**src/pkg/hem_pkg.sv**
```systemverilog
// constants and types shared by the energy monitor files
package hem_pkg;

   // ****************************************
   // register map
   // ****************************************
   localparam int          ADDR_W        = 8;
   localparam logic [7:0]  OFF_CTRL      = 8'h00;
   localparam logic [7:0]  OFF_WINDOW    = 8'h04;
   localparam logic [7:0]  OFF_IRQ_EN    = 8'h08;
   localparam logic [7:0]  OFF_IRQ_FLAG  = 8'h0c;
   localparam logic [7:0]  OFF_RESULT    = 8'h10;
   localparam logic [7:0]  OFF_STATUS    = 8'h14;

   // ****************************************
   // field positions and reset values
   // ****************************************
   localparam int          CTRL_EN_BIT   = 0;
   localparam int          CTRL_MODE_BIT = 1;
   localparam int          IRQ_RDY_BIT   = 0;
   localparam int          IRQ_DONE_BIT  = 1;
   localparam int          STAT_PH_LSB   = 0;
   localparam int          STAT_FLG_LSB  = 4;
   localparam int          WIN_W         = 16;
   localparam int          ENERGY_W      = 16;
   localparam int          RESULT_W      = 32;
   localparam logic [1:0]  CTRL_RST      = 2'h0;
   localparam logic [15:0] WINDOW_RST    = 16'h000a;
   localparam logic [1:0]  IRQ_EN_RST    = 2'h1;
   localparam logic        MODE_PULSE    = 1'b0;
   localparam logic        MODE_POWER    = 1'b1;

   // ****************************************
   // bus answers
   // ****************************************
   localparam logic [1:0]  RESP_OKAY     = 2'h0;
   localparam logic [1:0]  RESP_SLVERR   = 2'h2;

   // ****************************************
   // timing
   // ****************************************
   localparam int          CLK_PERIOD_NS = 50;
   localparam int          TICK_NS       = 1000000;
   localparam int          TICK_CYC      = TICK_NS / CLK_PERIOD_NS;

   typedef enum logic [1:0] {
      PH_IDLE,
      PH_MEASURE,
      PH_WAIT
   } phase_t;

   // byte-lane merge of a write
   function automatic logic [31:0] apply_strb(input logic [31:0] old_v,
                                              input logic [31:0] new_v,
                                              input logic [3:0]  strb);
      logic [31:0] r;
      r = old_v;
      for (int i = 0; i < 4; i++) begin
         if (strb[i]) begin
            r[i*8 +: 8] = new_v[i*8 +: 8];
         end
      end
      return r;
   endfunction : apply_strb

endpackage : hem_pkg

```
**src/design/harvest_energy_monitor.sv**
```systemverilog
// energy monitor with axi4-lite register slave
`timescale 1ns/1ps

// Notes on behaviour
// - two modes: count converter pulses or integrate transferred energy
// - host sets window length; energy derived from pulses inside window
// - pulse mode counts every converter pulse in the window as result
// - power mode accumulates moved energy across the window as result
// - after the window, idle for a wait phase equal to the window
// - cycle end raises interrupt pin only if done enable is one
// - cycle end sets done flag and publishes result; host reads it
// - after reset only bus-ready interrupt enabled; others until host writes
module harvest_energy_monitor #(
   parameter int TICK_CYC = hem_pkg::TICK_CYC,
   parameter int WIN_W    = hem_pkg::WIN_W,
   parameter int ENERGY_W = hem_pkg::ENERGY_W,
   parameter int RESULT_W = hem_pkg::RESULT_W
) (
   input  wire logic                clk_i,
   input  wire logic                rst_i,
   input  wire logic                conv_pulse_i,
   input  wire logic [ENERGY_W-1:0] pulse_energy_i,
   output logic                     irq_o,
   input  wire logic [7:0]          s_axi_awaddr,
   input  wire logic [2:0]          s_axi_awprot,
   input  wire logic                s_axi_awvalid,
   output logic                     s_axi_awready,
   input  wire logic [31:0]         s_axi_wdata,
   input  wire logic [3:0]          s_axi_wstrb,
   input  wire logic                s_axi_wvalid,
   output logic                     s_axi_wready,
   output logic [1:0]               s_axi_bresp,
   output logic                     s_axi_bvalid,
   input  wire logic                s_axi_bready,
   input  wire logic [7:0]          s_axi_araddr,
   input  wire logic [2:0]          s_axi_arprot,
   input  wire logic                s_axi_arvalid,
   output logic                     s_axi_arready,
   output logic [31:0]              s_axi_rdata,
   output logic [1:0]               s_axi_rresp,
   output logic                     s_axi_rvalid,
   input  wire logic                s_axi_rready
);

   typedef struct packed {
      logic                 awready;
      logic                 wready;
      logic                 aw_have;
      logic                 w_have;
      logic [7:0]           waddr;
      logic [31:0]          wdata;
      logic [3:0]           wstrb;
      logic                 bvalid;
      logic [1:0]           bresp;
      logic                 arready;
      logic                 rvalid;
      logic [31:0]          rdata;
      logic [1:0]           rresp;
      logic                 enable;
      logic                 mode;
      logic [WIN_W-1:0]     window;
      logic [1:0]           irq_en;
      logic [1:0]           flags;
      logic [RESULT_W-1:0]  result;
      hem_pkg::phase_t      phase;
      logic [WIN_W-1:0]     win_cnt;
      logic                 booted;
      logic                 irq;
   } mon_state_t;

   mon_state_t          state_ff;
   mon_state_t          nxt_state;
   logic                tick;
   logic                acc_clr;
   logic                acc_pulse;
   logic [RESULT_W-1:0] acc_sum;
   logic                publish;
   logic                phase_end;
   logic [1:0]          flag_set;
   logic [1:0]          flag_clr;
   logic [WIN_W-1:0]    win_len;

   // ****************************************
   // register read decode
   // ****************************************
   function automatic logic [31:0] read_reg(input mon_state_t s, input logic [7:0] a);
      logic [31:0] r;
      r = 32'h0;
      case (a)
         hem_pkg::OFF_CTRL: begin
            r[hem_pkg::CTRL_EN_BIT]   = s.enable;
            r[hem_pkg::CTRL_MODE_BIT] = s.mode;
         end
         hem_pkg::OFF_WINDOW: begin
            r[WIN_W-1:0] = s.window;
         end
         hem_pkg::OFF_IRQ_EN: begin
            r[1:0] = s.irq_en;
         end
         hem_pkg::OFF_IRQ_FLAG: begin
            r[1:0] = s.flags;
         end
         hem_pkg::OFF_RESULT: begin
            r[RESULT_W-1:0] = s.result;
         end
         hem_pkg::OFF_STATUS: begin
            r[hem_pkg::STAT_PH_LSB +: 2]  = s.phase;
            r[hem_pkg::STAT_FLG_LSB +: 2] = s.flags;
         end
         default: begin
            r = 32'h0;
         end
      endcase
      return r;
   endfunction : read_reg

   function automatic logic addr_known(input logic [7:0] a);
      logic k;
      case (a)
         hem_pkg::OFF_CTRL,
         hem_pkg::OFF_WINDOW,
         hem_pkg::OFF_IRQ_EN,
         hem_pkg::OFF_IRQ_FLAG,
         hem_pkg::OFF_RESULT,
         hem_pkg::OFF_STATUS: begin
            k = 1'b1;
         end
         default: begin
            k = 1'b0;
         end
      endcase
      return k;
   endfunction : addr_known

   // ****************************************
   // sub-blocks
   // ****************************************
   hem_timebase #(
      .TICK_CYC (TICK_CYC)
   ) u_timebase (
      .clk_i (clk_i),
      .rst_i (rst_i),
      .run_i (state_ff.phase != hem_pkg::PH_IDLE),
      .tick_o(tick)
   );

   hem_accum #(
      .RESULT_W(RESULT_W),
      .ENERGY_W(ENERGY_W)
   ) u_accum (
      .clk_i   (clk_i),
      .rst_i   (rst_i),
      .clr_i   (acc_clr),
      .pulse_i (acc_pulse),
      .mode_i  (state_ff.mode),
      .energy_i(pulse_energy_i),
      .sum_o   (acc_sum)
   );

   // ****************************************
   // next state
   // ****************************************
   always_comb begin
      nxt_state = state_ff;
      flag_set  = 2'h0;
      flag_clr  = 2'h0;
      publish   = 1'b0;
      acc_clr   = 1'b0;
      win_len   = (state_ff.window == '0) ? WIN_W'(1) : state_ff.window;
      phase_end = tick && (state_ff.win_cnt + WIN_W'(1) >= win_len);
      // only pulses inside the window count
      acc_pulse = conv_pulse_i && (state_ff.phase == hem_pkg::PH_MEASURE);

      // bus-ready event once after reset
      if (!state_ff.booted) begin
         nxt_state.booted        = 1'b1;
         flag_set[hem_pkg::IRQ_RDY_BIT] = 1'b1;
      end

      // write channel
      if (s_axi_awvalid && state_ff.awready) begin
         nxt_state.aw_have = 1'b1;
         nxt_state.waddr   = s_axi_awaddr;
      end
      if (s_axi_wvalid && state_ff.wready) begin
         nxt_state.w_have = 1'b1;
         nxt_state.wdata  = s_axi_wdata;
         nxt_state.wstrb  = s_axi_wstrb;
      end
      if (state_ff.bvalid && s_axi_bready) begin
         nxt_state.bvalid = 1'b0;
      end
      if (state_ff.aw_have && state_ff.w_have && !state_ff.bvalid) begin
         nxt_state.aw_have = 1'b0;
         nxt_state.w_have  = 1'b0;
         nxt_state.bvalid  = 1'b1;
         nxt_state.bresp   = addr_known(state_ff.waddr) ? hem_pkg::RESP_OKAY
                                                         : hem_pkg::RESP_SLVERR;
         case (state_ff.waddr)
            hem_pkg::OFF_CTRL: begin
               if (state_ff.wstrb[0]) begin
                  nxt_state.enable = state_ff.wdata[hem_pkg::CTRL_EN_BIT];
                  nxt_state.mode   = state_ff.wdata[hem_pkg::CTRL_MODE_BIT];
               end
            end
            hem_pkg::OFF_WINDOW: begin
               nxt_state.window = WIN_W'(hem_pkg::apply_strb(32'(state_ff.window),
                                                             state_ff.wdata,
                                                             state_ff.wstrb));
            end
            hem_pkg::OFF_IRQ_EN: begin
               if (state_ff.wstrb[0]) begin
                  nxt_state.irq_en = state_ff.wdata[1:0];
               end
            end
            default: begin
               nxt_state.bresp = nxt_state.bresp;
            end
         endcase
      end
      nxt_state.awready = !nxt_state.aw_have && !nxt_state.bvalid;
      nxt_state.wready  = !nxt_state.w_have && !nxt_state.bvalid;

      // read channel
      if (state_ff.rvalid && s_axi_rready) begin
         nxt_state.rvalid = 1'b0;
      end
      if (s_axi_arvalid && state_ff.arready) begin
         nxt_state.rvalid = 1'b1;
         nxt_state.rdata  = read_reg(state_ff, s_axi_araddr);
         nxt_state.rresp  = addr_known(s_axi_araddr) ? hem_pkg::RESP_OKAY
                                                     : hem_pkg::RESP_SLVERR;
         if (s_axi_araddr == hem_pkg::OFF_IRQ_FLAG) begin
            flag_clr = state_ff.flags;
         end
      end
      nxt_state.arready = !nxt_state.rvalid;

      // measurement sequencer
      case (state_ff.phase)
         hem_pkg::PH_IDLE: begin
            acc_clr = 1'b1;
            nxt_state.win_cnt = '0;
            if (state_ff.enable) begin
               nxt_state.phase = hem_pkg::PH_MEASURE;
            end
         end
         hem_pkg::PH_MEASURE: begin
            if (phase_end) begin
               nxt_state.win_cnt = '0;
               nxt_state.phase   = hem_pkg::PH_WAIT;
            end else if (tick) begin
               nxt_state.win_cnt = state_ff.win_cnt + WIN_W'(1);
            end
         end
         hem_pkg::PH_WAIT: begin
            if (phase_end) begin
               nxt_state.win_cnt = '0;
               publish           = 1'b1;
               acc_clr           = 1'b1;
               nxt_state.phase   = hem_pkg::PH_MEASURE;
            end else if (tick) begin
               nxt_state.win_cnt = state_ff.win_cnt + WIN_W'(1);
            end
         end
         default: begin
            nxt_state.phase = hem_pkg::PH_IDLE;
         end
      endcase
      if (!state_ff.enable) begin
         nxt_state.phase = hem_pkg::PH_IDLE;
      end

      if (publish) begin
         nxt_state.result                = acc_sum;
         flag_set[hem_pkg::IRQ_DONE_BIT] = 1'b1;
      end

      // set wins over read clear
      nxt_state.flags = (state_ff.flags & ~flag_clr) | flag_set;

      nxt_state.irq = |(nxt_state.flags & state_ff.irq_en);
   end

   // ****************************************
   // registers
   // ****************************************
   always_ff @(posedge clk_i) begin
      if (rst_i) begin
         state_ff         <= '0;
         state_ff.window  <= WIN_W'(hem_pkg::WINDOW_RST);
         state_ff.irq_en  <= hem_pkg::IRQ_EN_RST;
         state_ff.phase   <= hem_pkg::PH_IDLE;
         state_ff.enable  <= hem_pkg::CTRL_RST[hem_pkg::CTRL_EN_BIT];
         state_ff.mode    <= hem_pkg::CTRL_RST[hem_pkg::CTRL_MODE_BIT];
      end else begin
         state_ff <= nxt_state;
      end
   end

   // ****************************************
   // outputs
   // ****************************************
   assign irq_o         = state_ff.irq;
   assign s_axi_awready = state_ff.awready;
   assign s_axi_wready  = state_ff.wready;
   assign s_axi_bvalid  = state_ff.bvalid;
   assign s_axi_bresp   = state_ff.bresp;
   assign s_axi_arready = state_ff.arready;
   assign s_axi_rvalid  = state_ff.rvalid;
   assign s_axi_rdata   = state_ff.rdata;
   assign s_axi_rresp   = state_ff.rresp;

endmodule : harvest_energy_monitor

```
**src/design/hem_timebase.sv**
```systemverilog
// divider giving a one-cycle tick enable for window timing
`timescale 1ns/1ps
module hem_timebase #(
   parameter int TICK_CYC = hem_pkg::TICK_CYC
) (
   input  wire logic clk_i,
   input  wire logic rst_i,
   input  wire logic run_i,
   output logic      tick_o
);

   typedef struct packed {
      logic [31:0] cnt;
      logic        tick;
   } tb_state_t;

   tb_state_t state_ff;
   tb_state_t nxt_state;

   // ****************************************
   // divider
   // ****************************************
   always_comb begin
      nxt_state      = state_ff;
      nxt_state.tick = 1'b0;
      if (!run_i) begin
         nxt_state.cnt = 32'h0;
      end else if (state_ff.cnt >= 32'(TICK_CYC - 1)) begin
         nxt_state.cnt  = 32'h0;
         nxt_state.tick = 1'b1;
      end else begin
         nxt_state.cnt = state_ff.cnt + 32'h1;
      end
   end

   always_ff @(posedge clk_i) begin
      if (rst_i) begin
         state_ff <= '0;
      end else begin
         state_ff <= nxt_state;
      end
   end

   assign tick_o = state_ff.tick;

endmodule : hem_timebase

```
**src/design/hem_accum.sv**
```systemverilog
// saturating pulse counter and energy integrator
`timescale 1ns/1ps
module hem_accum #(
   parameter int RESULT_W = hem_pkg::RESULT_W,
   parameter int ENERGY_W = hem_pkg::ENERGY_W
) (
   input  wire logic                clk_i,
   input  wire logic                rst_i,
   input  wire logic                clr_i,
   input  wire logic                pulse_i,
   input  wire logic                mode_i,
   input  wire logic [ENERGY_W-1:0] energy_i,
   output logic      [RESULT_W-1:0] sum_o
);

   typedef struct packed {
      logic [RESULT_W-1:0] sum;
   } acc_state_t;

   acc_state_t      state_ff;
   acc_state_t      nxt_state;
   logic [RESULT_W:0] wide;
   logic [RESULT_W-1:0] step;

   // ****************************************
   // accumulate
   // ****************************************
   always_comb begin
      nxt_state = state_ff;
      step = (mode_i == hem_pkg::MODE_PULSE) ? RESULT_W'(1) : RESULT_W'(energy_i);
      wide = {1'b0, state_ff.sum} + {1'b0, step};
      if (clr_i) begin
         nxt_state.sum = '0;
      end else if (pulse_i) begin
         nxt_state.sum = wide[RESULT_W] ? '1 : wide[RESULT_W-1:0];
      end
   end

   always_ff @(posedge clk_i) begin
      if (rst_i) begin
         state_ff <= '0;
      end else begin
         state_ff <= nxt_state;
      end
   end

   assign sum_o = state_ff.sum;

endmodule : hem_accum

```
**config.mk**
```make
export PLATFORM = sky130hd
export DESIGN_NAME = harvest_energy_monitor
export DESIGN_NICKNAME = d
export VERILOG_FILES = /design/src/pkg/hem_pkg.sv /design/src/design/harvest_energy_monitor.sv /design/src/design/hem_timebase.sv /design/src/design/hem_accum.sv
export SDC_FILE = /design/constraint.sdc
export NUM_CORES = 1
export LEC_CHECK = 0
export BUFFER_PORTS_ARGS = -buffer_cell sky130_fd_sc_hd__buf_2
export CORE_MARGIN = 2
export CORE_UTILIZATION = 45
export CTS_CLUSTER_SIZE = 14
export DETAILED_ROUTE_END_ITERATION = 6
export HOLD_SLACK_MARGIN = 0.12
export PLACE_DENSITY = 0.72
export SLEW_MARGIN = 20
export SYNTH_ARGS = -nofsm -noshare
export SYNTH_HDL_FRONTEND = slang
export SYNTH_SLANG_ARGS = --single-unit
```
**constraint.sdc**
```tcl
create_clock -name clk_i -period 8.9 [get_ports clk_i]
set_input_delay 1.335 -clock clk_i [delete_from_list [all_inputs] [get_ports clk_i]]
set_output_delay 1.335 -clock clk_i [all_outputs]
set_load 0.02 [all_outputs]
```
==> summary.txt <==
Synthesis
  – Post-Syn Area: about 9600 um^2
  – Cells after Synth: 1130
  – Synth area leader: dfxtp_1
  – EDFF count, synth: 0
  – Synth Flop Type: dfxtp_1
  – Flops & latches, synth: 206
  – Asr flop ratio synth: 0%
  – Mean Syn Cell Area: 8.47 um^2
  – Synth warn: 0
  – Synth cell count leaders: dfxtp_1 (206), nand2_1 (143), nor2_1 (130)
  – Register area share after synthesis: 43.1%
  – Synth area leaders: dfxtp_1 (43%), nand2_1 (5.6%), nor2_1 (5.1%)
  – Distinct cells, synth: 64
  – Synth top area share: 43.1%
  – Most common cell in the synthesized netlist: dfxtp_1

CTS
  – Hold Buf Count CTS: 0
  – Latest clock arrival within the worst-skew pair: just under 0.5 ns
  – CTS resizes: 0
  – Clk Tree Root Cell: clkbuf_16
  – Clock slew at reported path FFs: 0.06 ns
  – Clock Sink Count: 206
  – Clk buf depth: 3
  – Post-CTS Repair Setup Buffers: 0
  – CTS tree: built
  – Htree depth: 1
  – Total CTS buffers: 22

Power
  – Worst VDD drop: 0.144 mV
  – Net Switching: 0.000412 W
  – Clock power frac: 47.3%
  – Internal Power: roughly 0.0015 W
  – Leak: 4.21 nW
  – Logic gate share of total power: 3.9%
  – Pwr dens: 180 nW/um^2
  – Sequential power share: 48.7%
  – Sw Ratio: approximately a fifth

STA
  – Max Freq: roughly 250 MHz
  – Final period util: 44.5%
  – Slew HR: 35.5%
  – Setup ws final: 4.94 ns
  – Post-route clock skew: 0.00621 ns
  – Final setup TNS: 0 ns
  – Fin crit period: 3.96 ns
  – Final hold viol count: 0
  – Pins Over Slew Limit: 0
  – Slew of the pin with the lowest slew margin: about 0.96 ns
  – Final setup viols: 0
  – RSZ-0062 raised after global routing: no

Placement
  – Setup WS pre-CTS: 4.61 ns
  – RD Place Congestion: 0.833
  – Hpwl dp: 15500 um
  – # port buffers: 97
  – Area post-placement: 10000 um^2

Final layout
  – P&R area growth vs syn: 12.9%
  – Post-route cell area: 10800 um^2
  – Nets: 1308
  – Area taken by multi-input logic gates: 4910 um^2
  – Layout fillers: about 2000
  – Register area: 4120 um^2
  – Share of layout cells above drive strength 1: 13.2%

Floorplanning
  – Io pins: 124
  – Die Footprint: 22400 um^2
  – Core area: 21000 um^2
  – Initial core utilization: between 40% and 50%
  – Die X: between 100 and 150 um
  – Chip height: between 100 and 150 um
  – Placement Rows: 53

Worst setup path
  – Crit path kind: flop to flop
  – FF-to-FF End: state_ff[23]$_SDFFE_PP0P_
  – Worst Setup SP: state_ff[2]$_SDFFE_PP0P_
  – Worst-path fanout max: 33
  – Crit end category: flop
  – Flop2flop setup slack: 4.94 ns
  – CP endpoint: state_ff[23]$_SDFFE_PP0P_
  – Worst r2r src: state_ff[2]$_SDFFE_PP0P_
  – Startpoint Class: flop
  – WP data required: 9.26 ns
  – Crit path DAT: 4.32 ns
  – Reg2reg path depth: 14

Drt
  – Routed Antenna Nets: 0
  – TritonRoute pass-1 iters: 5
  – WL/cell: 14.5 um
  – Via/cell ratio: 5.32
  – DR vias: 7865
  – DRT iter0 DRCs: 449
  – Drt drc: 0
  – Post-Route WL: between 20000 and 25000 um

Worst hold path
  – Min-Delay Path Class: flop to flop

GRT
  – Largest net degree at the start of global routing: 64
  – Vias in the first global route: 7291
  – First-pass GRT wire length: around 35000 um
  – Gr usage total: between 10% and 20%
  – Total global routing overflow: 0
  – Initial antenna violation count: 4

Run
  – MaxCap Viol Count: 0

Outcome
  – Status: completed
-- kinds of logic after synthesis --
| family | count (synthesis) | synth area share (%) |
|---|---|---|
| AOI/OAI and AO/OA | 198 | 13.1 |
| xor gates and xnor gates | 47 | 4.30 |
| adders and majority gates | 39 | 5.18 |
| buffers and inverters | 123 | 6.45 |
| DFF | 206 | 43.1 |
| muxes | 42 | 4.52 |
| other | 1 | 0.0392 |
| and+or+nand+nor | 474 | 23.3 |
-- final cells by class --
cell class              instances  area share, %
clock inverters                 7          0.857
multi-input cells             819           45.5
well taps                     275           3.19
inverters                      33           1.15
diodes                          2         0.0463
clock buffers                  30           6.04
flip-flops and latches        206           38.2
repair buffers                105           5.07
-- worst min-delay path by stage --
stage / end / start / cells past startpoint
floorplan: state_ff[52]$_SDFF_PP0_ / state_ff[1]$_DFF_P_ / 1
detailed placement: state_ff[52]$_SDFF_PP0_ / state_ff[1]$_DFF_P_ / 1
CTS: state_ff[52]$_SDFF_PP0_ / state_ff[1]$_DFF_P_ / 1
global route: state_ff[52]$_SDFF_PP0_ / state_ff[1]$_DFF_P_ / 1
finish: state_ff[52]$_SDFF_PP0_ / state_ff[1]$_DFF_P_ / 1
global placement: state_ff[52]$_SDFF_PP0_ / state_ff[1]$_DFF_P_ / 1
-- per-stage QoR --
| step | hold WS, ns | total power (W) | utilization, % | std cells |
|---|---|---|---|---|
| 2_1_floorplan | 0.405 | 0.00102 | - | 1148 |
| 3_3_place_gp | 0.411 | 0.00104 | 48.0 | 1438 |
| 3_5_place_dp | 0.418 | 0.00105 | 48.0 | 1438 |
| 4_1_cts | 0.425 | 0.00197 | 51.5 | 1475 |
| 5_1_grt | 0.445 | 0.00202 | 51.5 | 1477 |
| 6_report | 0.426 | 0.00195 | 51.5 | 1477 |
-- per-layer routing --
| layer | GRT usage (%) | share of wire (%) |
|---|---|---|
| met5 | 0 | 0.084 |
| met4 | 4.95 | 2.3 |
| met3 | 3.72 | 6.2 |
| met2 | 31.8 | 46 |
| met1 | 25.1 | 46 |
-- cells in the final DEF (no fill, tap or decap), types with 15 or more instances in the layout --
cell type and count:
xor2_1 20, clkbuf_16 23, o21ai_0 21, nand3_1 37
nand4_1 15, nand2_1 143, dfxtp_1 206, xnor2_1 27
conb_1 19, nor2_1 130, and2_1 20, mux2i_1 41
ha_1 38, inv_1 32, a21oi_1 93, nor3_1 69
buf_2 96
-- power groups by stage --
stage | clock network [W] | registers [W] | logic [W]
after CTS | 0.000944 | 0.000949 | 0.0000766
after global placement | 0 | 0.000969 | 0.0000754
final | 0.000922 | 0.000949 | 0.0000766
after floorplan | 0 | 0.000969 | 0.0000519
after global routing | 0.000981 | 0.000951 | 0.0000854
after detailed placement | 0 | 0.000969 | 0.0000763
-- sequential cells by signal, indices dropped and copies added, names as in the netlist --
signal               cells
u_timebase.state_ff     32
s_axi_wready             1
s_axi_rresp              1
s_axi_rdata             32
s_axi_rvalid             1
s_axi_awready            1
s_axi_bresp              1
irq_o                    1
u_timebase.tick_o        1
u_accum.sum_o           32
state_ff               101
s_axi_bvalid             1
s_axi_arready            1
-- worst max-delay path, stage by stage, from the launching register on --
cell and delay [ns]:
dfxtp_1 0.41, ha_1 0.25, nand3_1 0.17, nor4_1 0.52
nand3_1 0.17, xnor2_1 0.19, ha_1 0.30, nand4_1 0.12
nor3_1 0.34, a22oi_1 0.21, nor2b_1 0.21, a21oi_4 0.12
buf_4 0.49, mux2i_1 0.26, nor2_1 0.05
(Power assumes the default switching activity.)
